==> config.mk <==
export PLATFORM = sky130hd
export DESIGN_NAME = uaf_top
export DESIGN_NICKNAME = d
export VERILOG_FILES = /design/src/hw/uaf_pkg.sv /design/src/hw/uaf_top.sv /design/src/hw/uaf_fifo.sv /design/src/hw/uaf_skid.sv
export SDC_FILE = /design/constraint.sdc
export NUM_CORES = 1
export LEC_CHECK = 0
export BUFFER_PORTS_ARGS = -buffer_cell sky130_fd_sc_hd__buf_2
export CORE_MARGIN = 2
export CORE_UTILIZATION = 55
export CTS_BUF_LIST = sky130_fd_sc_hd__clkbuf_8 sky130_fd_sc_hd__clkbuf_16
export CTS_CLUSTER_DIAMETER = 30
export DETAILED_ROUTE_END_ITERATION = 10
export GPL_TIMING_DRIVEN = 0
export PLACE_DENSITY = 0.72
export SLEW_MARGIN = 40
export SYNTH_ARGS = -nofsm -noshare
export SYNTH_HDL_FRONTEND = slang
export SYNTH_SLANG_ARGS = --single-unit
export TNS_END_PERCENT = 30
==> constraint.sdc <==
create_clock -name sys_clk -period 3.8 [get_ports sys_clk]
set_clock_uncertainty 0.1 [all_clocks]
set_input_delay 0 -clock sys_clk [delete_from_list [all_inputs] [get_ports sys_clk]]
set_output_delay 0 -clock sys_clk [all_outputs]
set_load 0.005 [all_outputs]
==> src/hw/uaf_pkg.sv <==
// Constants for the UART FIFO control and DMA-ready block
// Notes on behaviour
// RL1 - Control bit 3 selects DMA mode 1
// RL2 - Mode 0: transmit ready low while transmit empty
// RL3 - Mode 0: receive ready low while characters held
// RL4 - Mode 1: transmit interrupt below trigger level
// RL5 - Mode 1: receive interrupt at trigger, keep filling
// RL6 - Mode 1: receive ready low at or above trigger
// RL7 - Bits 7:6 pick receive trigger level
// RL8 - Control bit 5 selects 64-byte depth
// RL9 - Levels 1/4/8/14 or 1/16/32/56 bytes
// RL10 - Control bit 0 enables both FIFOs
// RL11 - Bits 2/1 flush transmit/receive FIFO, self-clear
// RL12 - Mode 1: transmit ready high full, low empty
// RL13 - Control bit 4 reserved, no effect
package uaf_pkg;
    // Register byte offsets
    localparam logic [7:0] OFS_FIFO_CONTROL = 8'h00;
    localparam logic [7:0] OFS_TX_DATA = 8'h04;
    localparam logic [7:0] OFS_RX_DATA = 8'h08;
    localparam logic [7:0] OFS_STATUS = 8'h0C;
    // Control field positions
    localparam int FC_ENABLE = 0;
    localparam int FC_RX_FLUSH = 1;
    localparam int FC_TX_FLUSH = 2;
    localparam int FC_DMA_MODE = 3;
    localparam int FC_DEEP = 5;
    localparam int FC_THR_LO = 6;
    localparam int FC_THR_HI = 7;
    // Status field positions
    localparam int ST_TX_CNT_LO = 0;
    localparam int ST_RX_CNT_LO = 8;
    localparam int ST_TX_READY_N = 16;
    localparam int ST_RX_READY_N = 17;
    localparam int ST_TX_INT = 18;
    localparam int ST_RX_INT = 19;
    // Reset values
    localparam logic [7:0] FIFO_CONTROL_RESET = 8'h00;
    localparam logic TX_READY_N_RESET = 1'b0;
    localparam logic RX_READY_N_RESET = 1'b1;
    // Data and depth figures
    localparam int DATA_W = 8;
    localparam int CNT_W = 7;
    localparam int PTR_W = 6;
    localparam int STORE_DEPTH = 64;
    localparam logic [6:0] DEPTH_OFF = 7'h01;
    localparam logic [6:0] DEPTH_SHALLOW = 7'h10;
    localparam logic [6:0] DEPTH_DEEP = 7'h40;
    // Receive trigger levels, shallow then deep
    localparam logic [6:0] TRIG_S0 = 7'h01;
    localparam logic [6:0] TRIG_S1 = 7'h04;
    localparam logic [6:0] TRIG_S2 = 7'h08;
    localparam logic [6:0] TRIG_S3 = 7'h0E;
    localparam logic [6:0] TRIG_D0 = 7'h01;
    localparam logic [6:0] TRIG_D1 = 7'h10;
    localparam logic [6:0] TRIG_D2 = 7'h20;
    localparam logic [6:0] TRIG_D3 = 7'h38;
    // AHB encodings
    localparam logic [1:0] HTRANS_NONSEQ = 2'h2;
    localparam logic HRESP_OKAY = 1'b0;
endpackage

==> src/hw/uaf_top.sv <==
// FIFO control and DMA-ready signalling with an AHB-Lite register slave
`timescale 1ns/1ps
module uaf_top (
    input wire logic sys_clk,
    input wire logic nrst,
    input wire logic hsel,
    input wire logic [31:0] haddr,
    input wire logic [1:0] htrans,
    input wire logic hwrite,
    input wire logic [2:0] hsize,
    input wire logic [31:0] hwdata,
    input wire logic hready,
    output logic hreadyout,
    output logic [31:0] hrdata,
    output logic hresp,
    output logic tx_out_valid,
    output logic [7:0] tx_out_data,
    input wire logic tx_out_ready,
    input wire logic rx_in_valid,
    input wire logic [7:0] rx_in_data,
    output logic rx_in_ready,
    output logic tx_slot_ready_n,
    output logic rx_char_ready_n,
    output logic tx_int,
    output logic rx_int
);
    // Control fields
    logic fifo_enable;
    logic dma_mode_select;
    logic deep_fifo_select;
    logic [1:0] rx_threshold_field;
    // Bus pipeline
    logic ap_take;
    logic dp_write;
    logic [7:0] dp_addr;
    logic wr_ctrl;
    logic wr_tx;
    logic rd_rx;
    // FIFO wiring
    logic [6:0] cap;
    logic [6:0] trigger;
    logic tx_flush;
    logic rx_flush;
    logic refit;
    logic [7:0] tx_head;
    logic [6:0] tx_cnt;
    logic tx_full;
    logic tx_pop;
    logic skid_tx_ready;
    logic [7:0] rx_head;
    logic [6:0] rx_cnt;
    logic rx_full;
    logic rx_skid_valid;
    logic [7:0] rx_skid_data;
    logic rx_push;
    logic mode1;
    logic next_tx_ready_n;
    logic next_rx_ready_n;
    logic [31:0] next_rdata;

    // Trigger level lookup from the threshold field
    function automatic logic [6:0] trig_level(input logic deep, input logic [1:0] sel);
        logic [6:0] lvl;
        lvl = uaf_pkg::TRIG_S0;
        case (sel)
            2'h0: lvl = deep ? uaf_pkg::TRIG_D0 : uaf_pkg::TRIG_S0; // RL9
            2'h1: lvl = deep ? uaf_pkg::TRIG_D1 : uaf_pkg::TRIG_S1; // RL9
            2'h2: lvl = deep ? uaf_pkg::TRIG_D2 : uaf_pkg::TRIG_S2; // RL9
            2'h3: lvl = deep ? uaf_pkg::TRIG_D3 : uaf_pkg::TRIG_S3; // RL9
            default: lvl = uaf_pkg::TRIG_S0;
        endcase
        return lvl;
    endfunction

    // Address phase accepted when selected, non-idle and bus ready
    assign ap_take = hsel && htrans[1] && hready;
    assign wr_ctrl = dp_write && (dp_addr == uaf_pkg::OFS_FIFO_CONTROL);
    assign wr_tx = dp_write && (dp_addr == uaf_pkg::OFS_TX_DATA);
    // Unmapped reads that alias the receive offset must not pop
    assign rd_rx = ap_take && !hwrite && (haddr[31:8] == 24'h000000) && (haddr[7:0] == uaf_pkg::OFS_RX_DATA)
                   && (rx_cnt != 7'h00);

    // Data phase tracking; every transfer is zero wait
    always_ff @(posedge sys_clk) begin
        if (!nrst) begin
            dp_write <= 1'b0;
            dp_addr <= 8'h00;
        end else begin
            dp_write <= ap_take && hwrite && (haddr[31:8] == 24'h000000);
            dp_addr <= haddr[7:0];
        end
    end

    // Control register; flush bits and bit 4 are never stored
    always_ff @(posedge sys_clk) begin
        if (!nrst) begin
            fifo_enable <= uaf_pkg::FIFO_CONTROL_RESET[uaf_pkg::FC_ENABLE];
            dma_mode_select <= uaf_pkg::FIFO_CONTROL_RESET[uaf_pkg::FC_DMA_MODE];
            deep_fifo_select <= uaf_pkg::FIFO_CONTROL_RESET[uaf_pkg::FC_DEEP];
            rx_threshold_field <= uaf_pkg::FIFO_CONTROL_RESET[uaf_pkg::FC_THR_HI:uaf_pkg::FC_THR_LO];
        end else if (wr_ctrl) begin
            fifo_enable <= hwdata[uaf_pkg::FC_ENABLE]; // RL10
            dma_mode_select <= hwdata[uaf_pkg::FC_DMA_MODE]; // RL1
            deep_fifo_select <= hwdata[uaf_pkg::FC_DEEP]; // RL8
            rx_threshold_field <= hwdata[uaf_pkg::FC_THR_HI:uaf_pkg::FC_THR_LO]; // RL7 RL13
        end
    end

    // Capacity: one holding slot when disabled, else 16 or 64
    always_comb begin
        if (!fifo_enable) begin
            cap = uaf_pkg::DEPTH_OFF; // RL10
        end else if (deep_fifo_select) begin
            cap = uaf_pkg::DEPTH_DEEP; // RL8
        end else begin
            cap = uaf_pkg::DEPTH_SHALLOW; // RL8
        end
    end

    assign trigger = trig_level(deep_fifo_select, rx_threshold_field); // RL7
    assign mode1 = dma_mode_select && fifo_enable; // RL1

    // Flush pulses last one cycle; a capacity change also empties both FIFOs
    assign refit = wr_ctrl && ((hwdata[uaf_pkg::FC_ENABLE] != fifo_enable)
                               || (hwdata[uaf_pkg::FC_DEEP] != deep_fifo_select));
    assign tx_flush = (wr_ctrl && hwdata[uaf_pkg::FC_TX_FLUSH]) || refit; // RL11
    assign rx_flush = (wr_ctrl && hwdata[uaf_pkg::FC_RX_FLUSH]) || refit; // RL11

    // Transmit FIFO, fed by bus writes
    uaf_fifo u_tx_fifo (
        .sys_clk(sys_clk),
        .nrst(nrst),
        .flush(tx_flush),
        .cap(cap),
        .push(wr_tx),
        .push_data(hwdata[7:0]),
        .pop(tx_pop),
        .pop_data(tx_head),
        .count(tx_cnt),
        .full(tx_full)
    );

    // Head moves to the output buffer, which a flush leaves alone
    assign tx_pop = (tx_cnt != 7'h00) && skid_tx_ready && !tx_flush; // RL11

    uaf_skid u_tx_skid (
        .sys_clk(sys_clk),
        .nrst(nrst),
        .in_valid(tx_pop),
        .in_data(tx_head),
        .in_ready(skid_tx_ready),
        .out_valid(tx_out_valid),
        .out_data(tx_out_data),
        .out_ready(tx_out_ready)
    );

    // Receive characters land in a buffer that stalls the source when full
    uaf_skid u_rx_skid (
        .sys_clk(sys_clk),
        .nrst(nrst),
        .in_valid(rx_in_valid),
        .in_data(rx_in_data),
        .in_ready(rx_in_ready),
        .out_valid(rx_skid_valid),
        .out_data(rx_skid_data),
        .out_ready(rx_push)
    );

    // Keep filling past the trigger until full
    assign rx_push = rx_skid_valid && !rx_full && !rx_flush; // RL5 RL7

    uaf_fifo u_rx_fifo (
        .sys_clk(sys_clk),
        .nrst(nrst),
        .flush(rx_flush),
        .cap(cap),
        .push(rx_push),
        .push_data(rx_skid_data),
        .pop(rd_rx),
        .pop_data(rx_head),
        .count(rx_cnt),
        .full(rx_full)
    );

    // Ready outputs for the next edge
    always_comb begin
        if (mode1) begin
            if (tx_full) begin
                next_tx_ready_n = 1'b1; // RL12
            end else if (tx_cnt == 7'h00) begin
                next_tx_ready_n = 1'b0; // RL12
            end else begin
                next_tx_ready_n = tx_slot_ready_n;
            end
            if (rx_cnt == 7'h00) begin
                next_rx_ready_n = 1'b1;
            end else if (rx_cnt >= trigger) begin
                next_rx_ready_n = 1'b0; // RL6
            end else begin
                next_rx_ready_n = rx_char_ready_n;
            end
        end else begin
            next_tx_ready_n = (tx_cnt != 7'h00); // RL2
            next_rx_ready_n = (rx_cnt == 7'h00); // RL3
        end
    end

    // Registered ready and interrupt conditions
    always_ff @(posedge sys_clk) begin
        if (!nrst) begin
            tx_slot_ready_n <= uaf_pkg::TX_READY_N_RESET;
            rx_char_ready_n <= uaf_pkg::RX_READY_N_RESET;
            tx_int <= 1'b0;
            rx_int <= 1'b0;
        end else begin
            tx_slot_ready_n <= next_tx_ready_n;
            rx_char_ready_n <= next_rx_ready_n;
            tx_int <= mode1 ? (tx_cnt < trigger) : (tx_cnt == 7'h00); // RL4
            rx_int <= fifo_enable ? (rx_cnt >= trigger) : (rx_cnt != 7'h00); // RL5 RL7
        end
    end

    // Read data chosen in the address phase
    always_comb begin
        next_rdata = 32'h00000000;
        case (haddr[7:0])
            uaf_pkg::OFS_FIFO_CONTROL: begin
                next_rdata[uaf_pkg::FC_ENABLE] = fifo_enable;
                next_rdata[uaf_pkg::FC_DMA_MODE] = dma_mode_select;
                next_rdata[uaf_pkg::FC_DEEP] = deep_fifo_select;
                next_rdata[uaf_pkg::FC_THR_HI:uaf_pkg::FC_THR_LO] = rx_threshold_field;
            end
            uaf_pkg::OFS_RX_DATA: begin
                next_rdata[7:0] = (rx_cnt != 7'h00) ? rx_head : 8'h00;
            end
            uaf_pkg::OFS_STATUS: begin
                next_rdata[uaf_pkg::ST_TX_CNT_LO +: 7] = tx_cnt;
                next_rdata[uaf_pkg::ST_RX_CNT_LO +: 7] = rx_cnt;
                next_rdata[uaf_pkg::ST_TX_READY_N] = tx_slot_ready_n;
                next_rdata[uaf_pkg::ST_RX_READY_N] = rx_char_ready_n;
                next_rdata[uaf_pkg::ST_TX_INT] = tx_int;
                next_rdata[uaf_pkg::ST_RX_INT] = rx_int;
            end
            default: next_rdata = 32'h00000000;
        endcase
    end

    // Bus answer registers; reads with hsize 7 return zero, all other accesses are whole words
    always_ff @(posedge sys_clk) begin
        if (!nrst) begin
            hrdata <= 32'h00000000;
            hreadyout <= 1'b1;
            hresp <= uaf_pkg::HRESP_OKAY;
        end else begin
            hreadyout <= 1'b1;
            hresp <= uaf_pkg::HRESP_OKAY;
            if (ap_take && !hwrite && (haddr[31:8] == 24'h000000) && (hsize != 3'h7)) begin
                hrdata <= next_rdata;
            end else if (ap_take) begin
                hrdata <= 32'h00000000;
            end
        end
    end
endmodule

==> src/hw/uaf_fifo.sv <==
// Character FIFO with run-time capacity and flush
`timescale 1ns/1ps
module uaf_fifo (
    input wire logic sys_clk,
    input wire logic nrst,
    input wire logic flush,
    input wire logic [6:0] cap,
    input wire logic push,
    input wire logic [7:0] push_data,
    input wire logic pop,
    output logic [7:0] pop_data,
    output logic [6:0] count,
    output logic full
);
    logic [7:0] mem [0:uaf_pkg::STORE_DEPTH-1];
    logic [5:0] wr_ptr;
    logic [5:0] rd_ptr;
    logic do_push;
    logic do_pop;

    // Push only with room, pop only with data
    assign do_push = push && !full;
    assign do_pop = pop && (count != 7'h00);
    assign full = (count >= cap);
    assign pop_data = mem[rd_ptr];

    // Pointers and count; flush wins over both sides
    always_ff @(posedge sys_clk) begin
        if (!nrst || flush) begin
            wr_ptr <= 6'h00;
            rd_ptr <= 6'h00;
            count <= 7'h00;
        end else begin
            if (do_push) begin
                wr_ptr <= wr_ptr + 6'h01;
            end
            if (do_pop) begin
                rd_ptr <= rd_ptr + 6'h01;
            end
            count <= count + {6'h00, do_push} - {6'h00, do_pop};
        end
    end

    // Storage written at the write pointer
    always_ff @(posedge sys_clk) begin
        if (do_push && !flush) begin
            mem[wr_ptr] <= push_data;
        end
    end
endmodule

==> src/hw/uaf_skid.sv <==
// Two-entry buffer with valid and ready on both sides
`timescale 1ns/1ps
module uaf_skid (
    input wire logic sys_clk,
    input wire logic nrst,
    input wire logic in_valid,
    input wire logic [7:0] in_data,
    output logic in_ready,
    output logic out_valid,
    output logic [7:0] out_data,
    input wire logic out_ready
);
    logic [7:0] spare;
    logic [1:0] cnt;
    logic [1:0] next_cnt;
    logic push;
    logic pop;

    assign push = in_valid && in_ready;
    assign pop = out_valid && out_ready;

    // Occupancy after this edge
    always_comb begin
        next_cnt = cnt;
        if (push && !pop) begin
            next_cnt = cnt + 2'h1;
        end else if (pop && !push) begin
            next_cnt = cnt - 2'h1;
        end
    end

    // Occupancy and handshake flags
    always_ff @(posedge sys_clk) begin
        if (!nrst) begin
            cnt <= 2'h0;
            out_valid <= 1'b0;
            in_ready <= 1'b0;
        end else begin
            cnt <= next_cnt;
            out_valid <= (next_cnt != 2'h0);
            in_ready <= (next_cnt != 2'h2); // Stall source when both entries hold
        end
    end

    // Head and spare entries
    always_ff @(posedge sys_clk) begin
        if (!nrst) begin
            out_data <= 8'h00;
            spare <= 8'h00;
        end else if (pop) begin
            if (cnt == 2'h2) begin
                out_data <= spare;
                spare <= in_data;
            end else begin
                out_data <= in_data;
            end
        end else if (push) begin
            if (cnt == 2'h0) begin
                out_data <= in_data;
            end else begin
                spare <= in_data;
            end
        end
    end
endmodule

==> metrics.txt, run 1 <==
# TYPE chip_impl_metric gauge
chip_impl_metric{name="post_route_total_power",unit="mW"} 36.5
chip_impl_metric{name="syn_to_final_growth",unit="%"} 21.1
chip_impl_info{name="critical_path.startpoint_type",value="flop"} 1
chip_impl_metric{name="cp.required",unit="ns"} 4.08
chip_impl_metric{name="ctsLongestPathBuffers",unit=""} 3
chip_impl_info{name="outcome",value="complete, but fails checks"} 1
chip_impl_metric{name="final-max-slew-violation-count",unit=""} 0
chip_impl_info{name="violations_in_the_final_reports",value="setup timing"} 1
chip_impl_metric{name="clock_sinks",unit=""} 1151
chip_impl_info{name="hold_end",value="hrdata[5]$_SDFFE_PN0P_"} 1
chip_impl_metric{name="place_congestion",unit=""} 0.933
chip_impl_metric{name="worst-slew-pin-transition",unit="ns"} 0.904
chip_impl_metric{name="grt_overflow_total",unit=""} 0
chip_impl_metric{name="floorplan.die_area",unit="um2"} 85500
chip_impl_metric{name="timing.slew.headroom",unit="%"} 39.7
chip_impl_metric{name="fraction_of_final_layout_cells_with_drive_strength_greater_than_1",unit="%"} 31.6
chip_impl_metric{name="timing.reg2reg.worst_path_depth",unit=""} 10
chip_impl_metric{name="synth-edff-count",unit=""} 1024
chip_impl_metric{name="grt_pass1_wl",unit="mm"} 179
chip_impl_metric{name="final_hold_viol_count",unit=""} 0
chip_impl_metric{name="drt.antenna.violating_nets",unit=""} 0
chip_impl_info{name="cts-root-buf",value="clkbuf_16"} 1
chip_impl_metric{name="irDropWorstVdd",unit="V"} 0.000519
chip_impl_metric{name="grt.total_usage",unit="%"} 28.7
chip_impl_metric{name="max_freq",unit="MHz"} 262
chip_impl_metric{name="mappedNetlistArea",unit="um2"} 45800
chip_impl_metric{name="ios",unit=""} 132
chip_impl_metric{name="power_per_cell_area",unit="nW/um2"} 658
chip_impl_info{name="crit_path_top_delay_cell",value="nor2_2"} 1
chip_impl_metric{name="synth_async_reset_ratio",unit="%"} 0
chip_impl_info{name="postSynth.topFlopCell",value="edfxtp_1"} 1
chip_impl_metric{name="drc_errors",unit=""} 0
chip_impl_info{name="grt_setup_unrepaired",value="yes"} 1
chip_impl_metric{name="via_to_cell_ratio",unit=""} 6.48
chip_impl_metric{name="fp.coreArea",unit="um2"} 82200
chip_impl_metric{name="synth.yosys.seq_area_share",unit="%"} 72.8
chip_impl_metric{name="synthCells",unit=""} 2489
chip_impl_metric{name="drtPass1Iterations",unit=""} 8
chip_impl_metric{name="drt-wirelength-per-cell",unit="um"} 30.0
chip_impl_metric{name="p_leak",unit="nW"} 18.1
chip_impl_metric{name="detailedPlacementHpwl",unit="mm"} 75.4
chip_impl_info{name="r2r_end",value="u_tx_fifo.mem[49][0]$_DFFE_PP_"} 1
chip_impl_info{name="worst_hold_startpoint",value="hready"} 1
chip_impl_info{name="setup.worst_path.end_class",value="flop"} 1
chip_impl_metric{name="antenna_cells",unit=""} 0
chip_impl_info{name="yosysTopAreaCell",value="edfxtp_1"} 1
chip_impl_info{name="path_cells",value="inv_1 > ha_1 > nand3b_1 > a41oi_1 > o31a_1 > and4bb_2 > nand2b_1 > or3b_2 > clkbuf_1 > nor2_2"} 1
chip_impl_metric{name="final.min_clock_period",unit="ns"} 3.82
chip_impl_metric{name="fin_nets",unit=""} 2988
chip_impl_metric{name="placement.io_buffers",unit=""} 90
chip_impl_metric{name="cts_htree_levels",unit=""} 4
chip_impl_metric{name="antenna_found_initial",unit=""} 1
chip_impl_info{name="synthTopCellsByArea",value="edfxtp_1 67%, mux4_2 13%, dfxtp_1 5.6%, nor2_1 1.8%, a22oi_1 1.3%"} 1
chip_impl_metric{name="critical-path-max-stage-delay",unit="ns"} 0.63
chip_impl_metric{name="setup_viol",unit=""} 8
chip_impl_metric{name="synthesis_warning_total",unit=""} 0
chip_impl_metric{name="fp.dieW",unit="um"} 292
chip_impl_metric{name="timing.reg2reg.setup_slack",unit="ns"} -0.02
chip_impl_metric{name="hold_path_depth",unit=""} 7
chip_impl_metric{name="cts_inserted_buffers",unit=""} 179
chip_impl_metric{name="via_count",unit=""} 26416
chip_impl_metric{name="num_rows",unit=""} 105
chip_impl_metric{name="synth_top_area_share",unit="%"} 67.2
chip_impl_metric{name="clkTransAtPathRegs",unit="ns"} 0.06
chip_impl_metric{name="height_of_the_chip",unit="um"} 292
chip_impl_info{name="worst_hold_path_type",value="in2reg"} 1
chip_impl_metric{name="drt_wl_total",unit="mm"} 122
chip_impl_info{name="worstSetupPathType",value="reg2reg"} 1
chip_impl_metric{name="synth_seq_cells",unit=""} 1151
chip_impl_metric{name="drt_iter0_drc",unit=""} 3156
chip_impl_metric{name="synthesis.area_per_instance",unit="um2"} 18.4
chip_impl_info{name="critical_path.reg2reg.startpoint",value="fifo_enable$_SDFFE_PN0N_"} 1
chip_impl_metric{name="timing.max_cap.violations",unit=""} 0
chip_impl_metric{name="finalCritPeriodShare",unit="%"} 100
chip_impl_metric{name="initial_core_utilization",unit="%"} 55.6
chip_impl_metric{name="filler_cell_count",unit=""} 5084
chip_impl_metric{name="post_synth_num_cell_types",unit=""} 82
chip_impl_metric{name="clk-insertion-delay-late",unit="ns"} 0.74
chip_impl_metric{name="timing.setup.tns",unit="ns"} -0.114
chip_impl_metric{name="via_count_of_the_first_global_routing_pass",unit=""} 27072
chip_impl_metric{name="final_core_utilization",unit="%"} 67.4
chip_impl_metric{name="least_setup_slack_across_all_paths_after_layout",unit="ns"} -0.0183
chip_impl_info{name="cts_tree",value="built"} 1
chip_impl_metric{name="worst_ep_arrival_time",unit="ns"} 4.10
chip_impl_metric{name="maximum_number_of_pins_on_one_net_before_global_route_repair",unit=""} 67
chip_impl_info{name="crit_start",value="fifo_enable$_SDFFE_PN0N_"} 1
chip_impl_metric{name="timing.critical_path.fanout_max",unit=""} 10
stage by stage:
step / hold slack, ns / worst slack (ns) / cells / instance area (um2)
floorplan: -0.00113 / 0.327 / 2502 / 45800
global placement: 0.118 / -0.791 / 3662 / 47600
detailed placement: 0.130 / -0.804 / 3671 / 47900
CTS: 0.00711 / -0.249 / 4069 / 55200
global route: 0.0374 / -0.106 / 4074 / 55400
finish: 0.0543 / -0.0183 / 4074 / 55400
report_power, final:
group | switching [mW] | internal, mW | total (mW) | leakage [nW]
combinational | 2.92 | 1.94 | 4.86 | 4.70
sequential | 0.416 | 14.8 | 15.2 | 10.3
clock | 6.16 | 10.2 | 16.4 | 3.01
total | 9.50 | 27.0 | 36.5 | 18.1
critical path: cells and delay by family (launching register included):
kind                     cells  cell delay (ns)
adder cells (fa/ha/maj)      1             0.31
AND/OR/NAND/NOR              5             1.65
AO/OA/AOI/OAI                2             0.41
flip-flops                   1             0.42
buffers and inverters        2             0.54
what timing repair did:
action	in CTS	in global routing
hold buffers	61	0
gates resized for setup	131	32
endpoints found under the setup margin	1003	469
buffers inserted	10	8
pin swaps	5	4
gates cloned	0	0
endpoints found under the hold margin	604	0
logic make-up (layout without fill, tap and decap cells):
logic type | after synthesis | in the layout | share of synthesized area, %
other | 2 | 15 | 0.0164
adder cells (fa/ha/maj) | 47 | 47 | 1.32
AND/OR/NAND/NOR | 456 | 456 | 4.81
AO/OA/AOI/OAI | 291 | 291 | 4.31
flip-flops | 1151 | 1151 | 72.8
buffers and inverters | 193 | 695 | 2.00
XOR/XNOR | 31 | 31 | 0.593
multiplexers | 318 | 318 | 14.2
registers in the layout, summed over array words and instances (netlist names), 2 cells and up, named ones only:
register and count:
dp_addr 8, hrdata 19, rx_threshold_field 2, u_rx_fifo.count 7, u_rx_fifo.mem 512, u_rx_fifo.rd_ptr 6
u_rx_fifo.wr_ptr 6, u_rx_skid.cnt 2, u_rx_skid.out_data 8, u_rx_skid.spare 8, u_tx_fifo.count 7, u_tx_fifo.mem 512
u_tx_fifo.rd_ptr 6, u_tx_fifo.wr_ptr 6, u_tx_skid.cnt 2, u_tx_skid.out_data 8, u_tx_skid.spare 8
metal layers:
| metal | vias to the layer above | share of wire [%] | track usage [%] |
|---|---|---|---|
| met5 | - | 0.0090 | 0 |
| met4 | 2 | 5.6 | 15.2 |
| met3 | 402 | 8.5 | 5.49 |
| met2 | 1657 | 50 | 47.5 |
| met1 | 13577 | 36 | 36.5 |
| li1 | 10778 | - | - |
cell usage in the layout, fill, tap and decap left out, types with 11 or more instances in the layout:
| master | instances |
|---|---|
| inv_1 | 54 |
| nand3_1 | 25 |
| a22oi_1 | 82 |
| ha_1 | 44 |
| buf_4 | 49 |
| bufinv_16 | 21 |
| conb_1 | 15 |
| nor2_1 | 98 |
| a21oi_1 | 75 |
| o21ai_0 | 35 |
| nand2_1 | 72 |
| clkinvlp_4 | 21 |
| clkinv_1 | 15 |
| mux4_2 | 264 |
| dlygate4sd3_1 | 60 |
| inv_6 | 15 |
| clkbuf_1 | 59 |
| nand2b_1 | 17 |
| xor2_1 | 15 |
| mux2i_1 | 47 |
| clkinv_2 | 23 |
| nor2_4 | 38 |
| and2_1 | 14 |
| xnor2_1 | 16 |
| o22ai_1 | 11 |
| nor2_2 | 78 |
| clkinv_4 | 17 |
| clkbuf_2 | 14 |
| nor2b_1 | 22 |
| buf_12 | 15 |
| buf_2 | 120 |
| edfxtp_1 | 1024 |
| dfxtp_1 | 114 |
| clkbuf_16 | 180 |
| nand4_1 | 11 |
synthesized netlist by cell type (9+ instances only):
cell type	instances
edfxtp_1	1024
mux4_2	264
nor2_1	214
dfxtp_1	127
a22oi_1	82
a21oi_1	75
nand2_1	75
clkbuf_1	71
mux2i_1	47
ha_1	45
inv_1	35
o21ai_0	35
buf_2	33
buf_4	28
nand3_1	25
nor2b_1	23
buf_1	21
nand2b_1	17
xnor2_1	16
xor2_1	15
and2_1	14
nand4_1	11
nor4_1	11
o22ai_1	11
nand3b_1	10
o21bai_1	9
worst max-delay path by stage:
stage	endpoint	cells after the start	slack, ns
CTS	u_tx_fifo.mem[49][5]$_DFFE_PP_	12	-0.25
floorplan	u_tx_fifo.count[6]$_SDFF_PP0_	18	0.33
global route	u_tx_fifo.mem[1][7]$_DFFE_PP_	10	-0.11
detailed placement	u_rx_fifo.mem[16][7]$_DFFE_PP_	11	-0.80
finish	u_tx_fifo.mem[49][0]$_DFFE_PP_	10	-0.02
global placement	u_rx_fifo.mem[19][2]$_DFFE_PP_	11	-0.79
cell type report:
type	count	area, um2	area share (%)
flip-flops and latches	1151	33300	60.2
well taps	1070	1340	2.42
multi-input cells	1158	12200	22.1
repair buffers	177	1450	2.61
clock buffers	181	4520	8.15
clock inverters	147	1610	2.90
plain buffers	155	805	1.45
inverters	35	131	0.237
Note: power is estimated with default switching activity, not from simulation.
==> run 2, diff against run 1 <==
--- a/config.mk
+++ b/config.mk
@@ -5,7 +5,7 @@
 export SDC_FILE = /design/constraint.sdc
 export NUM_CORES = 1
 export LEC_CHECK = 0
-export BUFFER_PORTS_ARGS = -buffer_cell sky130_fd_sc_hd__buf_2
+export BUFFER_PORTS_ARGS = -buffer_cell sky130_fd_sc_hd__buf_4
 export CORE_MARGIN = 2
 export CORE_UTILIZATION = 55
 export CTS_BUF_LIST = sky130_fd_sc_hd__clkbuf_8 sky130_fd_sc_hd__clkbuf_16
==> run 2 against run 1 <==
Effect of this change: the run still ends with setup timing left; final cell count rose by 0.20%; sequential cell count did not move; maximum frequency rose by 0.25%; first-iteration DRC count rose by 3.6%; via count barely moved; sequential power barely moved.
==> metrics.txt, run 2 (synthesized netlist as in run 1, its figures left out) <==
# TYPE chip_impl_metric gauge
chip_impl_info{name="outcome",value="complete, but fails checks"} 1
chip_impl_info{name="violations_in_the_final_reports",value="setup timing"} 1
chip_impl_metric{name="cp.required",unit="ns"} 4.33
chip_impl_metric{name="final_core_utilization",unit="%"} 67.9
chip_impl_metric{name="syn_to_final_growth",unit="%"} 22.1
chip_impl_metric{name="timing.reg2reg.worst_path_depth",unit=""} 19
chip_impl_metric{name="detailedPlacementHpwl",unit="mm"} 76.1
chip_impl_metric{name="place_congestion",unit=""} 0.939
chip_impl_metric{name="final-max-slew-violation-count",unit=""} 0
chip_impl_metric{name="clock_sinks",unit=""} 1151
chip_impl_metric{name="power_per_cell_area",unit="nW/um2"} 665
chip_impl_info{name="cts_tree",value="built"} 1
chip_impl_info{name="worstSetupPathType",value="reg2reg"} 1
chip_impl_metric{name="antenna_cells",unit=""} 0
chip_impl_metric{name="via_count",unit=""} 26393
chip_impl_metric{name="hold_path_depth",unit=""} 7
chip_impl_metric{name="drtPass1Iterations",unit=""} 8
chip_impl_metric{name="worst_ep_arrival_time",unit="ns"} 4.33
chip_impl_metric{name="clk-insertion-delay-late",unit="ns"} 0.77
chip_impl_metric{name="clkTransAtPathRegs",unit="ns"} 0.05
chip_impl_metric{name="via_count_of_the_first_global_routing_pass",unit=""} 27176
chip_impl_metric{name="fp.dieW",unit="um"} 292
chip_impl_info{name="cts-root-buf",value="clkbuf_16"} 1
chip_impl_metric{name="worst-slew-pin-transition",unit="ns"} 0.899
chip_impl_info{name="setup.worst_path.end_class",value="flop"} 1
chip_impl_metric{name="fp.coreArea",unit="um2"} 82200
chip_impl_metric{name="fin_cells",unit=""} 4082
chip_impl_metric{name="max_freq",unit="MHz"} 263
chip_impl_metric{name="irDropWorstVdd",unit="V"} 0.000594
chip_impl_metric{name="drc_errors",unit=""} 0
chip_impl_info{name="top_regs",value="u_rx_fifo.mem x512, u_tx_fifo.mem x512, hrdata x19"} 1
chip_impl_metric{name="timing.reg2reg.setup_slack",unit="ns"} -0.009
chip_impl_metric{name="drt_wl_total",unit="mm"} 125
chip_impl_metric{name="p_leak",unit="nW"} 18.2
chip_impl_metric{name="via_to_cell_ratio",unit=""} 6.47
chip_impl_metric{name="timing.max_cap.violations",unit=""} 0
chip_impl_metric{name="grt_pass1_wl",unit="mm"} 182
chip_impl_metric{name="final_hold_viol_count",unit=""} 0
chip_impl_metric{name="num_rows",unit=""} 105
chip_impl_metric{name="fraction_of_final_layout_cells_with_drive_strength_greater_than_1",unit="%"} 31.5
chip_impl_info{name="commonest_non_fill_non_tap_cell_in_the_layout",value="edfxtp_1"} 1
chip_impl_metric{name="place_ws",unit="ns"} -0.851
chip_impl_metric{name="drt.antenna.violating_nets",unit=""} 0
chip_impl_metric{name="floorplan.die_area",unit="um2"} 85500
chip_impl_metric{name="placed_instances",unit=""} 3671
chip_impl_metric{name="grt.total_usage",unit="%"} 29.5
chip_impl_metric{name="antenna_found_initial",unit=""} 1
chip_impl_metric{name="placement.io_buffers",unit=""} 90
chip_impl_info{name="critical_path.startpoint_type",value="flop"} 1
chip_impl_metric{name="ios",unit=""} 132
chip_impl_metric{name="timing.critical_path.fanout_max",unit=""} 7
chip_impl_metric{name="cts_inserted_buffers",unit=""} 176
chip_impl_metric{name="fin_nets",unit=""} 2993
chip_impl_info{name="mostFrequentLayoutCells",value="1024 x edfxtp_1, 264 x mux4_2, 179 x clkbuf_16"} 1
chip_impl_metric{name="least_setup_slack_across_all_paths_after_layout",unit="ns"} -0.00889
chip_impl_metric{name="initial_core_utilization",unit="%"} 55.6
chip_impl_metric{name="post_route_total_power",unit="mW"} 37.1
chip_impl_metric{name="cts_htree_levels",unit=""} 4
chip_impl_metric{name="finalCritPeriodShare",unit="%"} 100
chip_impl_metric{name="drt-wirelength-per-cell",unit="um"} 30.6
chip_impl_info{name="grt_setup_unrepaired",value="yes"} 1
chip_impl_metric{name="ctsLongestPathBuffers",unit=""} 3
chip_impl_metric{name="drt_iter0_drc",unit=""} 3271
chip_impl_info{name="worst_hold_path_type",value="in2reg"} 1
chip_impl_metric{name="grt_overflow_total",unit=""} 0
chip_impl_metric{name="maximum_number_of_pins_on_one_net_before_global_route_repair",unit=""} 67
chip_impl_metric{name="hold_slack",unit="ns"} 0.0204
chip_impl_metric{name="filler_cell_count",unit=""} 5030
chip_impl_metric{name="final.min_clock_period",unit="ns"} 3.81
chip_impl_metric{name="setup_viol",unit=""} 1
chip_impl_metric{name="height_of_the_chip",unit="um"} 292
chip_impl_metric{name="timing.slew.headroom",unit="%"} 40.1
==> run 2: changes by cell type in the layout (fill, tap and decap cells not counted), moves of 5 or more <==
cell	delta
buf_4	+90
clkinvlp_4	-10
dfxtp_1	+5
nor2_2	-9
bufinv_16	+7
nor2_4	+10
buf_2	-80
inv_6	+6
==> run 2: through the flow <==
stage               instance area [um2]  setup TNS, ns
floorplan                         45800              0
global placement                  47800        -342.51
finish                            55900       -0.00889
global route                      55900          -2.22
CTS                               55600         -15.99
detailed placement                48100        -348.91
==> run 2: worst paths after layout <==
path                              startpoint                               to
max            u_rx_fifo.count[3]$_SDFF_PP0_    u_rx_fifo.count[6]$_SDFF_PP0_
min                                haddr[15]           hrdata[1]$_SDFFE_PN0P_
max reg2reg    u_rx_fifo.count[3]$_SDFF_PP0_    u_rx_fifo.count[6]$_SDFF_PP0_
min reg2reg  u_rx_skid.spare[0]$_SDFFE_PN0P_  u_rx_skid.spare[0]$_SDFFE_PN0P_
==> run 2: cell type report <==
type | count | area, um2 | area share (%)
Buffer | 157 | 825 | 1.48
Clock buffer | 182 | 4520 | 8.09
Sequential cell | 1151 | 33300 | 59.6
Inverter | 35 | 131 | 0.235
Timing Repair Buffer | 183 | 1650 | 2.95
Multi-Input combinational cell | 1158 | 12300 | 21.9
Tap cell | 1070 | 1340 | 2.40
Clock inverter | 146 | 1830 | 3.28
==> run 2: routing by layer <==
| metal | global-route usage, % | share of wire, % | up-vias |
|---|---|---|---|
| met5 | 0 | 0.0080 | - |
| met4 | 16.4 | 5.6 | 2 |
| met3 | 5.35 | 8.5 | 407 |
| met2 | 48.5 | 50 | 1695 |
| met1 | 37.4 | 36 | 13507 |
| li1 | - | - | 10782 |
==> run 2: worst max-delay path: stages (launching register included) <==
cell      delay (ns)
dfxtp_1         0.45
inv_1           0.12
ha_1            0.21
nor4b_2         0.17
nand2_1         0.14
nor4b_4         0.27
and3b_1         0.20
buf_2           0.21
ha_1            0.26
inv_1           0.06
ha_1            0.17
inv_1           0.06
fa_1            0.43
o21bai_1        0.14
a21oi_1         0.10
nor2b_1         0.17
nor2_1          0.06
o21bai_1        0.16
xnor2_1         0.13
nor2_1          0.06
==> run 2: timing repair <==
item,in CTS,in global routing
setup endpoints to repair,898,645
setup buffers,14,8
cloned,0,0
hold buffers,62,0
gates resized for setup,133,35
hold endpoints to repair,605,0
pin swaps,7,0
==> run 2: power by group <==
group / internal [mW] / total (mW) / switching (mW)
clock network: 10.7 / 17.0 / 6.26
logic: 1.96 / 4.91 / 2.95
registers: 14.8 / 15.2 / 0.445
